[src/design/aof_consts.vh]
// aof_consts.vh: constants of the converter output formatter
// assumes: included by bare name from design and checker files
`ifndef AOF_CONSTS_VH
`define AOF_CONSTS_VH
// output modes
`define AOF_MODE_FULL      2'h0
`define AOF_MODE_DDR_SE    2'h1
`define AOF_MODE_DDR_DIFF  2'h2
// clock control field positions
`define AOF_CLK_DCS_BIT    0
`define AOF_CLK_INV_BIT    1
`define AOF_CLK_PH_LSB     2
`define AOF_CLK_PH_MSB     3
// output control field positions
`define AOF_OUT_MODE_LSB   0
`define AOF_OUT_MODE_MSB   1
`define AOF_OUT_CUR_LSB    2
`define AOF_OUT_CUR_MSB    4
`define AOF_OUT_TERM_BIT   5
// drive current code for 3.5 mA, used when strapped
`define AOF_CUR_3P5MA      3'h4
// reset values
`define AOF_CLK_CTRL_RST   4'h0
`define AOF_OUT_CTRL_RST   6'h10
// stabilizer lock time in encode cycles
`define AOF_LOCK_CYCLES    7'h64
// highest phase tap, in eighths of one encode period (four eighths per half period)
`define AOF_PH_MAX         2'h3
`define AOF_WORD_W         12
`define AOF_LANE_W         6
`endif

[src/design/aof_formatter.v]
// aof_formatter.v: output stage of a 12-bit sampling converter
// assumes: CLK_SYS_I runs far faster than the encode clock; encode pins are sampled
`timescale 1ns/10ps
`include "aof_consts.vh"
module aof_formatter (
   input  wire        CLK_SYS_I,
   input  wire        RSTN_I,
   input  wire        ENCODE_IN_POS_I,
   input  wire        ENCODE_IN_NEG_I,
   input  wire        PROGRAM_SELECT_PIN_I,
   input  wire        CS_PIN_I,
   input  wire        SCK_PIN_I,
   input  wire [3:0]  CLOCK_CTRL_REG_I,
   input  wire [5:0]  OUTPUT_CTRL_REG_I,
   input  wire [11:0] SAMPLE_WORD_I,
   input  wire        SAMPLE_RANGE_I,
   input  wire        SAMPLE_VALID_I,
   output reg         SAMPLE_READY_O,
   output reg  [11:0] DATA_FULL_O,
   output reg  [5:0]  DDR_LANE_P_O,
   output reg  [5:0]  DDR_LANE_N_O,
   output reg         RANGE_FLAG_P_O,
   output reg         RANGE_FLAG_N_O,
   output reg         FWD_CLK_POS_O,
   output reg         FWD_CLK_NEG_O,
   output reg  [1:0]  MODE_O,
   output reg  [2:0]  DRIVE_CUR_O,
   output reg         TERM_EN_O,
   output reg         DCS_LOCKED_O
);
   // ********************************************************
   // reset release and pin synchronisers
   // ********************************************************
   reg        rst_meta_reg;
   reg        rst_sync_reg;
   wire       rstn;
   wire       enc_pos_s;
   wire       enc_neg_s;
   wire       par_s;
   wire       cs_s;
   wire       sck_s;

   always @(posedge CLK_SYS_I or negedge RSTN_I) begin
      if (!RSTN_I) begin
         rst_meta_reg <= 1'b0;
         rst_sync_reg <= 1'b0;
      end else begin
         rst_meta_reg <= 1'b1;
         rst_sync_reg <= rst_meta_reg;
      end
   end
   assign rstn = rst_sync_reg;

   aof_sync2 u_sync_encp (.clk_i(CLK_SYS_I), .rstn_i(rstn), .d_i(ENCODE_IN_POS_I),
                          .q_o(enc_pos_s));
   aof_sync2 u_sync_encn (.clk_i(CLK_SYS_I), .rstn_i(rstn), .d_i(ENCODE_IN_NEG_I),
                          .q_o(enc_neg_s));
   aof_sync2 u_sync_par  (.clk_i(CLK_SYS_I), .rstn_i(rstn), .d_i(PROGRAM_SELECT_PIN_I),
                          .q_o(par_s));
   aof_sync2 u_sync_cs   (.clk_i(CLK_SYS_I), .rstn_i(rstn), .d_i(CS_PIN_I), .q_o(cs_s));
   aof_sync2 u_sync_sck  (.clk_i(CLK_SYS_I), .rstn_i(rstn), .d_i(SCK_PIN_I), .q_o(sck_s));

   // ********************************************************
   // mode selection
   // ********************************************************
   reg        dcs_en;
   reg [1:0]  mode_sel;
   reg [2:0]  cur_sel;
   reg        term_sel;
   reg [1:0]  phase_sel;
   reg        inv_sel;

   always @* begin
      if (par_s) begin
         dcs_en    = cs_s;
         mode_sel  = sck_s ? `AOF_MODE_DDR_DIFF : `AOF_MODE_FULL;
         cur_sel   = `AOF_CUR_3P5MA;
         term_sel  = 1'b0;
         phase_sel = 2'h0;
         inv_sel   = 1'b0;
      end else begin
         dcs_en    = CLOCK_CTRL_REG_I[`AOF_CLK_DCS_BIT];
         mode_sel  = OUTPUT_CTRL_REG_I[`AOF_OUT_MODE_MSB:`AOF_OUT_MODE_LSB];
         if (mode_sel == 2'h3) begin
            mode_sel = `AOF_MODE_FULL;
         end
         cur_sel   = OUTPUT_CTRL_REG_I[`AOF_OUT_CUR_MSB:`AOF_OUT_CUR_LSB];
         term_sel  = OUTPUT_CTRL_REG_I[`AOF_OUT_TERM_BIT];
         phase_sel = CLOCK_CTRL_REG_I[`AOF_CLK_PH_MSB:`AOF_CLK_PH_LSB];
         inv_sel   = CLOCK_CTRL_REG_I[`AOF_CLK_INV_BIT];
      end
   end

   // ********************************************************
   // encode edge detection and period measure
   // ********************************************************
   reg        enc_prev_reg;
   reg [15:0] per_cnt_reg;
   reg [15:0] per_len_reg;
   reg [6:0]  lock_cnt_reg;
   reg        dcs_en_prev_reg;
   wire       enc_lvl;
   wire       enc_rise;
   wire       enc_fall;

   // single-ended drive when the complement sits low, else differential
   assign enc_lvl  = enc_pos_s & ~enc_neg_s;
   assign enc_rise = enc_lvl & ~enc_prev_reg;
   assign enc_fall = ~enc_lvl & enc_prev_reg;

   always @(posedge CLK_SYS_I or negedge rstn) begin
      if (!rstn) begin
         enc_prev_reg    <= 1'b0;
         per_cnt_reg     <= 16'h0000;
         per_len_reg     <= 16'h0000;
         lock_cnt_reg    <= 7'h00;
         dcs_en_prev_reg <= 1'b0;
      end else begin
         enc_prev_reg    <= enc_lvl;
         dcs_en_prev_reg <= dcs_en;
         if (enc_rise) begin
            per_cnt_reg <= 16'h0001;
            per_len_reg <= per_cnt_reg;
            // a period change or restart drops the lock
            if (!dcs_en || (per_cnt_reg != per_len_reg)) begin
               lock_cnt_reg <= 7'h00;
            end else if (lock_cnt_reg != `AOF_LOCK_CYCLES) begin
               lock_cnt_reg <= lock_cnt_reg + 7'h01;
            end
         end else begin
            if (per_cnt_reg != 16'hFFFF) begin
               per_cnt_reg <= per_cnt_reg + 16'h0001;
            end else begin
               lock_cnt_reg <= 7'h00;
            end
         end
         if (dcs_en != dcs_en_prev_reg) begin
            lock_cnt_reg <= 7'h00;
         end
      end
   end

   // ********************************************************
   // internal clock: stabilized 50 percent or raw encode
   // ********************************************************
   reg        int_clk_reg;
   reg        int_rise_reg;
   reg        int_fall_reg;
   reg [15:0] ph_cnt_reg;
   wire       locked;
   wire [15:0] half_len;
   wire [15:0] eighth_len;
   wire [15:0] delay_len;

   assign locked     = (lock_cnt_reg == `AOF_LOCK_CYCLES);
   assign half_len   = {1'b0, per_len_reg[15:1]};
   assign eighth_len = {3'h0, per_len_reg[15:3]};
   assign delay_len  = (locked && dcs_en) ?
                       (({16{phase_sel[0]}} & eighth_len) +
                        ({16{phase_sel[1]}} & {eighth_len[14:0], 1'b0})) :
                       16'h0000;

   always @(posedge CLK_SYS_I or negedge rstn) begin
      if (!rstn) begin
         int_clk_reg  <= 1'b0;
         int_rise_reg <= 1'b0;
         int_fall_reg <= 1'b0;
         ph_cnt_reg   <= 16'h0000;
      end else begin
         int_rise_reg <= 1'b0;
         int_fall_reg <= 1'b0;
         if (enc_rise) begin
            ph_cnt_reg   <= 16'h0001;
            int_clk_reg  <= 1'b1;
            int_rise_reg <= 1'b1;
         end else begin
            if (ph_cnt_reg != 16'hFFFF) begin
               ph_cnt_reg <= ph_cnt_reg + 16'h0001;
            end
            // stabilizer puts the fall mid-period whatever the duty
            if (dcs_en && locked) begin
               if (int_clk_reg && ph_cnt_reg == half_len) begin
                  int_clk_reg  <= 1'b0;
                  int_fall_reg <= 1'b1;
               end
            end else if (int_clk_reg && enc_fall) begin
               int_clk_reg  <= 1'b0;
               int_fall_reg <= 1'b1;
            end
         end
      end
   end

   // ********************************************************
   // two-entry sample buffer
   // ********************************************************
   reg [12:0] buf_mem_reg [0:1];
   reg        wr_ptr_reg;
   reg        rd_ptr_reg;
   reg [1:0]  cnt_reg;
   wire       buf_empty;
   wire       take_word;
   wire       push;

   assign buf_empty = (cnt_reg == 2'h0);
   assign push      = SAMPLE_VALID_I & SAMPLE_READY_O;
   assign take_word = int_rise_reg & ~buf_empty;

   always @(posedge CLK_SYS_I or negedge rstn) begin
      if (!rstn) begin
         buf_mem_reg[0] <= 13'h0000;
         buf_mem_reg[1] <= 13'h0000;
         wr_ptr_reg     <= 1'b0;
         rd_ptr_reg     <= 1'b0;
         cnt_reg        <= 2'h0;
         SAMPLE_READY_O <= 1'b0;
      end else begin
         if (push) begin
            buf_mem_reg[wr_ptr_reg] <= {SAMPLE_RANGE_I, SAMPLE_WORD_I};
            wr_ptr_reg              <= ~wr_ptr_reg;
         end
         if (take_word) begin
            rd_ptr_reg <= ~rd_ptr_reg;
         end
         cnt_reg        <= cnt_reg + {1'b0, push} - {1'b0, take_word};
         SAMPLE_READY_O <= ((cnt_reg + {1'b0, push} - {1'b0, take_word}) < 2'h2) &&
                           !(push && cnt_reg == 2'h1 && !take_word);
      end
   end

   // ********************************************************
   // output word, lanes and forwarded clock
   // ********************************************************
   reg [12:0] word_reg;
   reg [15:0] dly_cnt_reg;
   reg        dly_run_reg;
   reg        dly_lvl_reg;
   reg        fwd_base_reg;
   reg [5:0]  lane_reg;
   wire [5:0] even_bits;
   wire [5:0] odd_bits;
   wire       fwd_lvl;
   integer    k;
   reg [5:0]  ev;
   reg [5:0]  od;

   always @* begin
      ev = 6'h00;
      od = 6'h00;
      for (k = 0; k < `AOF_LANE_W; k = k + 1) begin
         ev[k] = word_reg[2 * k];
         od[k] = word_reg[2 * k + 1];
      end
   end
   assign even_bits = ev;
   assign odd_bits  = od;
   assign fwd_lvl   = fwd_base_reg ^ inv_sel;

   always @(posedge CLK_SYS_I or negedge rstn) begin
      if (!rstn) begin
         word_reg     <= 13'h0000;
         dly_cnt_reg  <= 16'h0000;
         dly_run_reg  <= 1'b0;
         dly_lvl_reg  <= 1'b0;
         fwd_base_reg <= 1'b0;
         lane_reg     <= 6'h00;
      end else begin
         if (int_rise_reg) begin
            word_reg <= buf_empty ? word_reg : buf_mem_reg[rd_ptr_reg];
         end
         // lanes follow the undelayed phase, level with the clock stage
         lane_reg <= dly_lvl_reg ? odd_bits : even_bits;
         // a due clock step lands even when the next phase starts then
         if (dly_run_reg && dly_cnt_reg == 16'h0000) begin
            fwd_base_reg <= dly_lvl_reg;
         end
         // forwarded clock follows internal clock after the phase delay
         if (int_rise_reg || int_fall_reg) begin
            dly_lvl_reg <= int_rise_reg;
            dly_cnt_reg <= delay_len;
            dly_run_reg <= 1'b1;
         end else if (dly_run_reg) begin
            if (dly_cnt_reg == 16'h0000) begin
               dly_run_reg  <= 1'b0;
            end else begin
               dly_cnt_reg <= dly_cnt_reg - 16'h0001;
            end
         end
      end
   end

   always @(posedge CLK_SYS_I or negedge rstn) begin
      if (!rstn) begin
         DATA_FULL_O    <= 12'h000;
         DDR_LANE_P_O   <= 6'h00;
         DDR_LANE_N_O   <= 6'h3F;
         RANGE_FLAG_P_O <= 1'b0;
         RANGE_FLAG_N_O <= 1'b1;
         FWD_CLK_POS_O  <= 1'b0;
         FWD_CLK_NEG_O  <= 1'b1;
         MODE_O         <= `AOF_MODE_FULL;
         DRIVE_CUR_O    <= `AOF_CUR_3P5MA;
         TERM_EN_O      <= 1'b0;
         DCS_LOCKED_O   <= 1'b0;
      end else begin
         MODE_O         <= mode_sel;
         DRIVE_CUR_O    <= cur_sel;
         TERM_EN_O      <= term_sel && (mode_sel == `AOF_MODE_DDR_DIFF);
         DCS_LOCKED_O   <= locked && dcs_en;
         FWD_CLK_POS_O  <= fwd_lvl;
         FWD_CLK_NEG_O  <= ~fwd_lvl;
         RANGE_FLAG_P_O <= word_reg[12];
         RANGE_FLAG_N_O <= (mode_sel == `AOF_MODE_DDR_DIFF) ? ~word_reg[12] : 1'b0;
         case (mode_sel)
            `AOF_MODE_FULL: begin
               DATA_FULL_O  <= word_reg[11:0];
               DDR_LANE_P_O <= 6'h00;
               DDR_LANE_N_O <= 6'h00;
            end
            `AOF_MODE_DDR_SE: begin
               DATA_FULL_O  <= 12'h000;
               DDR_LANE_P_O <= lane_reg;
               DDR_LANE_N_O <= 6'h00;
            end
            `AOF_MODE_DDR_DIFF: begin
               DATA_FULL_O  <= 12'h000;
               DDR_LANE_P_O <= lane_reg;
               DDR_LANE_N_O <= ~lane_reg;
            end
            default: begin
               DATA_FULL_O  <= 12'h000;
               DDR_LANE_P_O <= 6'h00;
               DDR_LANE_N_O <= 6'h00;
            end
         endcase
      end
   end
endmodule

[src/design/aof_sync2.v]
// aof_sync2.v: two flip-flop synchroniser for one level
// assumes: input comes from another clock domain or a pin
`timescale 1ns/10ps
module aof_sync2 (
   input  wire clk_i,
   input  wire rstn_i,
   input  wire d_i,
   output wire q_o
);
   reg meta_reg;
   reg sync_reg;
   always @(posedge clk_i or negedge rstn_i) begin
      if (!rstn_i) begin
         meta_reg <= 1'b0;
         sync_reg <= 1'b0;
      end else begin
         meta_reg <= d_i;
         sync_reg <= meta_reg;
      end
   end
   assign q_o = sync_reg;
endmodule

[config.mk]
export PLATFORM = sky130hd
export DESIGN_NAME = aof_formatter
export DESIGN_NICKNAME = d
export VERILOG_FILES = /design/src/design/aof_formatter.v /design/src/design/aof_sync2.v
export VERILOG_INCLUDE_DIRS = /design/src /design/src/design
export SDC_FILE = /design/constraint.sdc
export NUM_CORES = 1
export LEC_CHECK = 0
export BUFFER_PORTS_ARGS = -buffer_cell sky130_fd_sc_hd__clkbuf_2
export CAP_MARGIN = 30
export CORE_MARGIN = 1.5
export CORE_UTILIZATION = 30
export CTS_CLUSTER_SIZE = 25
export DETAILED_ROUTE_END_ITERATION = 7
export GPL_TIMING_DRIVEN = 0
export SYNTH_ARGS = -nofsm -noshare
export SYNTH_HDL_FRONTEND = slang
export SYNTH_HIERARCHICAL = 1
export SYNTH_SLANG_ARGS = --single-unit
[constraint.sdc]
create_clock -name CLK_SYS_I -period 6.66 [get_ports CLK_SYS_I]
set_input_delay 0.333 -clock CLK_SYS_I [delete_from_list [all_inputs] [get_ports CLK_SYS_I]]
set_output_delay 0.333 -clock CLK_SYS_I [all_outputs]
set_load 0.05 [all_outputs]
==> flow_summary.json, run 1 <==
{
  "portBuffers": 66,
  "grt_antenna_before_repair": 0,
  "start_util_pct": 30.3,
  "syn_inst": 814,
  "hold_class": "in2reg",
  "io_pins": 67,
  "grt_setup_unrepaired": "false",
  "slew_violations": 0,
  "skew_ns": 0.00933,
  "yosys_warnings": 6,
  "critPathKind": "reg2reg",
  "mostFrequentLayoutCells": "166 x dfrtp_1, 96 x nand2_1, 67 x clkbuf_2, 50 x and2_1, 49 x nor2_1",
  "cts_tree": "done",
  "routed_wl_um": 19400,
  "syn-num-nets": 867,
  "yosysSeqAreaShare_pct": 51.0,
  "setup_tns_ns": 0,
  "synth-edff-count": 0,
  "drtIter0Drc": 333,
  "die-area_um2": 29900,
  "place_congestion": 0.804,
  "design.core.area_um2": 28500,
  "rows": 62,
  "drive_gt1_share_pct": 19.2,
  "fmax_mhz": 298,
  "via_per_inst": 4.72,
  "synth_area_per_cell_um2": 10.6,
  "grt_usage_pct": 13.7,
  "leakage_nw": 4.64,
  "ir_drop_mv": 0.156,
  "pre_cts_slack_ns": 3.29,
  "grt_pass1_wl_um": 32900,
  "grt-ovfl-total": 0,
  "vias": 6154,
  "yosys.area.top_type": "dfrtp_1",
  "fp.dieH_um": 173,
  "largest_reg_flops": 26,
  "clock_sinks": 176,
  "syn_to_final_growth_pct": 17.8,
  "worstMarginPinSlew_ns": 0.809,
  "period_share_pct": 50.3,
  "die_w_um": 173,
  "dr.pass1.iters": 5,
  "worstHoldStart": "OUTPUT_CTRL_REG_I[4]",
  "cp-end-kind": "flop",
  "post-route-min-period_ns": 3.35,
  "yosys.area.top_type_share_pct": 48.3,
  "setup_viol_count_final": 0,
  "slew_headroom_pct": 45.8,
  "dp.final_hpwl_um": 14200,
  "start_kind": "flop",
  "synth.cell_area_um2": 8660,
  "nNetsFinal": 960,
  "dp_cells": 1266,
  "path_clk_slew_ns": 0.07,
  "ctsRootBufferMaster": "clkbuf_16",
  "r2r_cells": 10,
  "r2r_end": "dly_cnt_reg[14]",
  "cts_buffer_depth": 2,
  "first_global_vias": 6202,
  "rrSetupSlack_ns": 3.31,
  "cts_post_setup_buffers_inserted": 0,
  "stdcell_count": 1304,
  "clock_latency_ns": 0.43,
  "max-cap-violations": 0,
  "power_density_nw_per_um2": 365,
  "route.detailed.drc": 0,
  "final_common_cell": "dfrtp_1",
  "hold_end": "DRIVE_CUR_O[2]",
  "synth_ff_type": "dfrtp_1",
  "antennaDiodeCount": 0,
  "grt_max_degree": 68,
  "arrival_ns": 3.67,
  "post_drt_wl_per_cell_um": 14.9,
  "ys_seq_elements": 176,
  "reg2reg_from": "u_sync_par/q_o",
  "setup_slack_ns": 3.31,
  "fin_util_pct": 35.7,
  "hold_viol": 0,
  "worstPathRequired_ns": 6.97,
  "crit_fanout": 10,
  "synth.distinct_cells": 75,
  "htreeDepth": 4,
  "async_flop_share_pct": 100,
  "status": "finished clean",
  "hold_depth": 2,
  "synth_area_leaders": "dfrtp_1 48%, mux2_2 4.2%, nand2_1 4.2%, xnor2_1 3.6%, and2_1 3.6%",
  "numCtsBuffers": 17,
  "antenna_left": 0,
  "power_w": 0.00372
}
[kinds of logic (layout without fill, tap and decap cells)]
family	count (synthesis)	after routing	share of synthesized area, %
xor+xnor	64	64	6.47
fa+ha+maj	22	22	3.27
buf+inv	53	159	2.70
compound gates	120	120	8.90
simple gates	324	324	20.8
mux	54	54	6.76
other cells	1	1	0.0433
flops	176	176	51.0
[metrics by stage]
step,instance area [um2],hold WS [ns]
after floorplan,8660,0.0374
after global placement,9470,0.120
after detailed placement,9530,0.121
after CTS,10200,0.0684
after global routing,10200,0.0795
final,10200,0.0990
[where the power goes]
part / switching, W / internal (W) / leakage [nW]
registers: 0.000207 / 0.00136 / 2.24
logic: 0.000674 / 0.000439 / 2.10
clock network: 0.000463 / 0.000577 / 0.295
[cells in the mapped netlist, types with 3 or more instances]
| master | instances |
|---|---|
| inv_1 | 20 |
| o21ai_1 | 4 |
| a31oi_1 | 11 |
| o211ai_1 | 5 |
| mux2i_1 | 20 |
| nor2_1 | 49 |
| o21ai_0 | 36 |
| dfstp_2 | 9 |
| a21oi_1 | 20 |
| or2_2 | 4 |
| nand3_1 | 18 |
| clkbuf_1 | 21 |
| buf_2 | 5 |
| nor4_4 | 3 |
| dfrtp_1 | 167 |
| a21o_1 | 7 |
| nor4b_1 | 6 |
| nor4_2 | 4 |
| xnor2_1 | 36 |
| nand2_1 | 96 |
| o22a_1 | 3 |
| and4_1 | 8 |
| a211oi_1 | 6 |
| nand4_1 | 16 |
| xor2_1 | 28 |
| nand2b_1 | 4 |
| ha_1 | 21 |
| or3_1 | 8 |
| and2_1 | 50 |
| o31ai_1 | 4 |
| o22ai_1 | 4 |
| nor3_1 | 14 |
| nor2b_1 | 12 |
| nor4_1 | 5 |
| mux2_2 | 32 |
| and3_1 | 9 |
[worst max path at each step]
stage,start,end,slack (ns),cells after the start
3_3_place_gp,rst_sync_reg,DDR_LANE_P_O[0],-0.70,0
2_1_floorplan,rst_sync_reg,DATA_FULL_O[0],1.41,0
4_1_cts,u_sync_par/q_o,dly_cnt_reg[14],3.27,10
5_1_grt,u_sync_par/q_o,dly_cnt_reg[14],3.06,10
6_report,u_sync_par/q_o,dly_cnt_reg[14],3.31,10
3_5_place_dp,u_sync_par/q_o,dly_cnt_reg[14],3.29,10
[critical path: stages, from the launching register on]
cell and delay, ns:
dfrtp_1 0.44, clkbuf_1 0.26, nor2b_1 0.40, clkbuf_1 0.31, and2_1 0.18, ha_1 0.27, o21ai_0 0.32, o21ai_1 0.16
a2111oi_2 0.44, nor2_1 0.12, a221o_1 0.33
[layout make-up]
cell class | count | area (um2)
buffer | 31 | 139
fill | 2896 | 18400
clock inverter | 14 | 171
multi-input combinational | 585 | 4010
tap | 384 | 480
inverter | 22 | 95.1
timing repair buffer | 74 | 445
sequential | 176 | 4420
clock buffer | 18 | 439
[routing by layer]
| layer | vias to the layer above | global-route usage, % | share of wire (%) |
|---|---|---|---|
| li1 | 3036 | - | - |
| met1 | 2974 | 18.3 | 47 |
| met2 | 116 | 22.4 | 47 |
| met3 | 28 | 2.62 | 3.6 |
| met4 | 0 | 4.53 | 2.0 |
| met5 | - | 0 | 0 |
[what timing repair did]
item | 4_1_cts | 5_1_grt
resized for setup | 0 | 0
hold endpoints to repair | 7 | 0
hold buffers | 6 | 0
(Power assumes the default switching activity.)
==> run 2, diff against run 1 <==
==> constraint.sdc (replaced) <==
create_clock -name CLK_SYS_I -period 3.4 [get_ports CLK_SYS_I]
set_input_delay 0.17 -clock CLK_SYS_I [delete_from_list [all_inputs] [get_ports CLK_SYS_I]]
set_output_delay 0.17 -clock CLK_SYS_I [all_outputs]
set_load 0.05 [all_outputs]
==> flow_summary.json, run 2 (synthesized netlist as in run 1, its figures left out) <==
{
  "grt-ovfl-total": 0,
  "start_util_pct": 30.3,
  "post-route-min-period_ns": 3.02,
  "max-cap-violations": 0,
  "arrival_ns": 3.33,
  "nNetsFinal": 972,
  "cts_post_setup_buffers_inserted": 0,
  "die_w_um": 173,
  "sw_frac_of_total_pct": 36.0,
  "ctsRootBufferMaster": "clkbuf_16",
  "cts_buffer_depth": 2,
  "fmax_mhz": 331,
  "grt_antenna_before_repair": 0,
  "cellInternalPower_w": 0.00457,
  "worstHoldStart": "SAMPLE_WORD_I[8]",
  "rows": 62,
  "comb_power_share_pct": 30.6,
  "vias": 6293,
  "via_per_inst": 4.78,
  "start_kind": "flop",
  "hold_depth": 2,
  "crit_fanout": 11,
  "pwr-share-seq_pct": 43.1,
  "die-area_um2": 29900,
  "reg2reg_from": "u_sync_par/q_o",
  "r2r_end": "dly_cnt_reg[14]",
  "grt_usage_pct": 13.5,
  "grt_max_degree": 73,
  "grt_pass1_wl_um": 32700,
  "p_clk_share_pct": 26.3,
  "path_clk_slew_ns": 0.07,
  "leakage_nw": 4.67,
  "post_drt_wl_per_cell_um": 14.8,
  "status": "finished clean",
  "io_pins": 67,
  "hold_class": "in2reg",
  "power_density_nw_per_um2": 695,
  "r2r_cells": 9,
  "slew_headroom_pct": 48.3,
  "fp.dieH_um": 173,
  "clock_latency_ns": 0.43,
  "p_sw_w": 0.00257,
  "period_share_pct": 88.8,
  "routed_wl_um": 19500,
  "syn_to_final_growth_pct": 18.7,
  "place_congestion": 0.812,
  "antenna_left": 0,
  "cts_tree": "done",
  "design.core.area_um2": 28500,
  "worstMarginPinSlew_ns": 0.771,
  "crit_start": "u_sync_par/q_o",
  "dr.pass1.iters": 6,
  "mostFrequentLayoutCells": "165 x dfrtp_1, 96 x nand2_1, 67 x clkbuf_2, 50 x and2_1, 49 x nor2_1",
  "hold_end": "buf_mem_reg[21]",
  "dp.final_hpwl_um": 14100,
  "ir_drop_mv": 0.416,
  "stdcell_count": 1316,
  "setup_tns_ns": 0,
  "drtIter0Drc": 370,
  "rrSetupSlack_ns": 0.38,
  "numCtsBuffers": 17,
  "setup_viol_count_final": 0,
  "final_common_cell": "dfrtp_1",
  "fin_util_pct": 36.0,
  "clock_sinks": 176,
  "hold_viol": 0,
  "slew_violations": 0,
  "skew_ns": 0.0131,
  "cp-end-kind": "flop",
  "first_global_vias": 6231,
  "pre_cts_slack_ns": -0.0356,
  "route.detailed.drc": 0,
  "drive_gt1_share_pct": 19.0,
  "worstPathRequired_ns": 3.71,
  "setup_slack_ns": 0.380,
  "antennaDiodeCount": 0,
  "portBuffers": 66,
  "grt_setup_unrepaired": "false",
  "dp_cells": 1266,
  "largest_reg_flops": 26,
  "htreeDepth": 4,
  "critPathKind": "reg2reg"
}
## run 2: metal layers
layer	track usage, %	part of all wire [%]	vias to the layer above
met5	0	0	-
met4	3.99	1.5	0
met3	2.55	2.7	17
met2	21.9	47	105
met1	18.4	49	3112
li1	-	-	3059
## run 2: layout make-up
type	instances	area [um2]
buffer	30	135
clock buffer	20	447
clock inverter	12	113
fill	2895	18300
inverter	22	95.1
multi-input combinational	585	4010
sequential	176	4420
tap	384	480
timing repair buffer	87	576
## run 2: worst max-delay path by stage
stage / end / slack [ns] / cells after the start
after global placement: FWD_CLK_POS_O / -0.63 / 0
after CTS: dly_cnt_reg[14] / 0.03 / 10
after detailed placement: dly_cnt_reg[14] / -0.04 / 10
final: dly_cnt_reg[14] / 0.38 / 9
after global routing: dly_cnt_reg[14] / 0.06 / 9
after floorplan: DATA_FULL_O[0] / 0.50 / 0
## run 2: metrics by stage
step | cell area (um2) | total power [W] | hold WS [ns]
floorplan | 8660 | 0.00470 | -0.126
global placement | 9470 | 0.00522 | -0.0434
detailed placement | 9530 | 0.00529 | -0.0423
CTS | 10300 | 0.00720 | 0.00333
global route | 10300 | 0.00757 | 0.00405
finish | 10300 | 0.00714 | 0.0149
## run 2: critical path, stage by stage, from the launching register on
cell and delay (ns):
dfrtp_2 0.52, nor2b_2 0.29, clkbuf_1 0.29, and2_1 0.18, ha_1 0.27, o21ai_0 0.31
o21ai_1 0.15, a2111oi_2 0.44, nor2_1 0.12, a221o_1 0.33
## run 2: power groups by stage
stage          Sequential (W)  Combinational (W)  Clock (W)
6_report              0.00308            0.00219    0.00188
5_1_grt               0.00316            0.00240    0.00201
4_1_cts               0.00308            0.00221    0.00191
3_5_place_dp          0.00312            0.00218          0
3_3_place_gp          0.00312            0.00210          0
2_1_floorplan         0.00339            0.00132          0
## run 2: repair_timing
action                                  4_1_cts  5_1_grt
endpoints found under the hold margin        23        2
pin swaps                                     0        0
hold buffers                                 17        2
gates resized for setup                       1        1
endpoints found under the setup margin        1        5
==> run 3, diff against run 2 <==
==> constraint.sdc (replaced) <==
create_clock -name CLK_SYS_I -period 2.6 [get_ports CLK_SYS_I]
set_input_delay 0.13 -clock CLK_SYS_I [delete_from_list [all_inputs] [get_ports CLK_SYS_I]]
set_output_delay 0.13 -clock CLK_SYS_I [all_outputs]
set_load 0.05 [all_outputs]
==> flow_summary.json, run 3 (synthesized netlist as in run 1, its figures left out) <==
{
  "ir_drop_mv": 0.374,
  "power_density_nw_per_um2": 899,
  "syn_to_final_growth_pct": 21.9,
  "arrival_ns": 2.87,
  "hold_class": "in2reg",
  "mostFrequentLayoutCells": "166 x dfrtp_1, 96 x nand2_1, 67 x clkbuf_2, 48 x nor2_1, 46 x and2_1",
  "crit_fanout": 8,
  "critPathBufInv": 2,
  "design.core.area_um2": 28500,
  "p_clk_share_pct": 27.1,
  "grt_antenna_before_repair": 0,
  "setup_viol_count_final": 0,
  "die-area_um2": 29900,
  "vias": 6309,
  "portBuffers": 66,
  "cp_top_family": "compound AO/OA/AOI/OAI gates",
  "clock_sinks": 176,
  "dp_cells": 1266,
  "route.detailed.drc": 0,
  "post_drt_wl_per_cell_um": 14.8,
  "fp.dieH_um": 173,
  "drtIter0Drc": 401,
  "fin_util_pct": 37.0,
  "slew_violations": 0,
  "hold_depth": 4,
  "fillCellCount": 2840,
  "stdcell_count": 1331,
  "worstMarginPinSlew_ns": 0.759,
  "place_congestion": 0.785,
  "cp-end-kind": "flop",
  "cellInternalPower_w": 0.00602,
  "io_pins": 67,
  "antennaDiodeCount": 0,
  "numCtsBuffers": 17,
  "worst-path-stages": 10,
  "critPathKind": "reg2reg",
  "via_per_inst": 4.74,
  "start_util_pct": 30.3,
  "largest_reg_flops": 26,
  "grt_pass1_wl_um": 32900,
  "period_share_pct": 98.2,
  "die_w_um": 173,
  "path_clk_slew_ns": 0.07,
  "max-cap-violations": 0,
  "leakage_nw": 4.80,
  "status": "finished clean",
  "grt_setup_unrepaired": "true",
  "htreeDepth": 4,
  "ctsRootBufferMaster": "clkbuf_16",
  "final_common_cell": "dfrtp_1",
  "antenna_left": 0,
  "clock_latency_ns": 0.44,
  "comb_power_share_pct": 30.4,
  "post-route-min-period_ns": 2.55,
  "holdWs_ns": 0.0311,
  "skew_ns": 0.0128,
  "setup_tns_ns": 0,
  "rows": 62,
  "nNetsFinal": 987,
  "cts_tree": "done",
  "max_stage_delay_ns": 0.43,
  "drive_gt1_share_pct": 21.6,
  "start_kind": "flop",
  "fmax_mhz": 392,
  "worstPathRequired_ns": 2.92,
  "dp.final_hpwl_um": 14000,
  "dr.pass1.iters": 5,
  "sw_frac_of_total_pct": 36.6,
  "grt_max_degree": 69,
  "pwr-share-seq_pct": 42.5,
  "grt_usage_pct": 13.7,
  "routed_wl_um": 19700,
  "slew_headroom_pct": 49.1,
  "cp_slowest_cell": "dfrtp_1",
  "cts_buffer_depth": 2,
  "p_sw_w": 0.00347,
  "hold_viol": 0,
  "r2r_cells": 10,
  "grt-ovfl-total": 0,
  "critical_path.cell_chain": "clkbuf_8 > nor2b_4 > clkbuf_8 > and2_1 > ha_2 > o21ai_2 > o21ai_2 > a2111oi_4 > nor2_1 > a221o_1",
  "first_global_vias": 6292
}
[run 3: power by group through the flow]
stage,clock network (W),registers (W),logic [W]
6_report,0.00257,0.00403,0.00288
5_1_grt,0.00277,0.00413,0.00316
4_1_cts,0.00265,0.00402,0.00289
3_5_place_dp,0,0.00407,0.00283
3_3_place_gp,0,0.00408,0.00275
2_1_floorplan,0,0.00443,0.00172
[run 3: worst paths after layout]
path                                       from               to  slack, ns
min                        OUTPUT_CTRL_REG_I[1]        MODE_O[0]       0.03
max reg2reg                      u_sync_par/q_o  dly_cnt_reg[14]       0.05
min in group asynchronous          rst_sync_reg    ph_cnt_reg[6]       0.35
min reg2reg                        rst_sync_reg    ph_cnt_reg[6]       0.35
max in group asynchronous          rst_sync_reg    FWD_CLK_NEG_O       1.11
max                              u_sync_par/q_o  dly_cnt_reg[14]       0.05
[run 3: worst reg2reg max path: stages (launching register included)]
cell	delay (ns)
dfrtp_1	0.43
clkbuf_8	0.17
nor2b_4	0.17
clkbuf_8	0.18
and2_1	0.13
ha_2	0.31
o21ai_2	0.19
o21ai_2	0.10
a2111oi_4	0.34
nor2_1	0.10
a221o_1	0.33
[run 3: repair_timing]
| item | in CTS | in global routing |
|---|---|---|
| hold buffers | 26 | 0 |
| endpoints found under the hold margin | 40 | 0 |
| setup endpoints to repair | 11 | 8 |
| pin swaps | 7 | 8 |
| buffers inserted | 6 | 1 |
| resized for setup | 18 | 19 |
[run 3: per-stage QoR]
stage / total power (W) / setup WS [ns] / instance area, um2
3_3_place_gp: 0.00683 / -0.584 / 9470
2_1_floorplan: 0.00615 / -0.00194 / 8660
4_1_cts: 0.00957 / 0.00142 / 10500
6_report: 0.00948 / 0.0467 / 10600
3_5_place_dp: 0.00690 / -0.612 / 9530
5_1_grt: 0.0101 / -0.0401 / 10600
[run 3: area by class of cell]
| cell class | instances | area [um2] | area share, % |
|---|---|---|---|
| Multi-Input combinational cell | 585 | 4120 | 39.0 |
| Clock inverter | 14 | 149 | 1.41 |
| Timing Repair Buffer | 101 | 698 | 6.61 |
| Inverter | 22 | 95.1 | 0.901 |
| Tap cell | 384 | 480 | 4.55 |
| Clock buffer | 18 | 429 | 4.07 |
| Buffer | 31 | 169 | 1.60 |
| Sequential cell | 176 | 4420 | 41.9 |
[run 3: routing by layer]
| layer | vias up | track usage (%) | routed length, um |
|---|---|---|---|
| met2 | 108 | 22.4 | 9410 |
| met5 | - | 0 | 0 |
| met4 | 0 | 3.84 | 195 |
| met1 | 3089 | 18.5 | 9400 |
| li1 | 3095 | - | - |
| met3 | 17 | 2.64 | 671 |
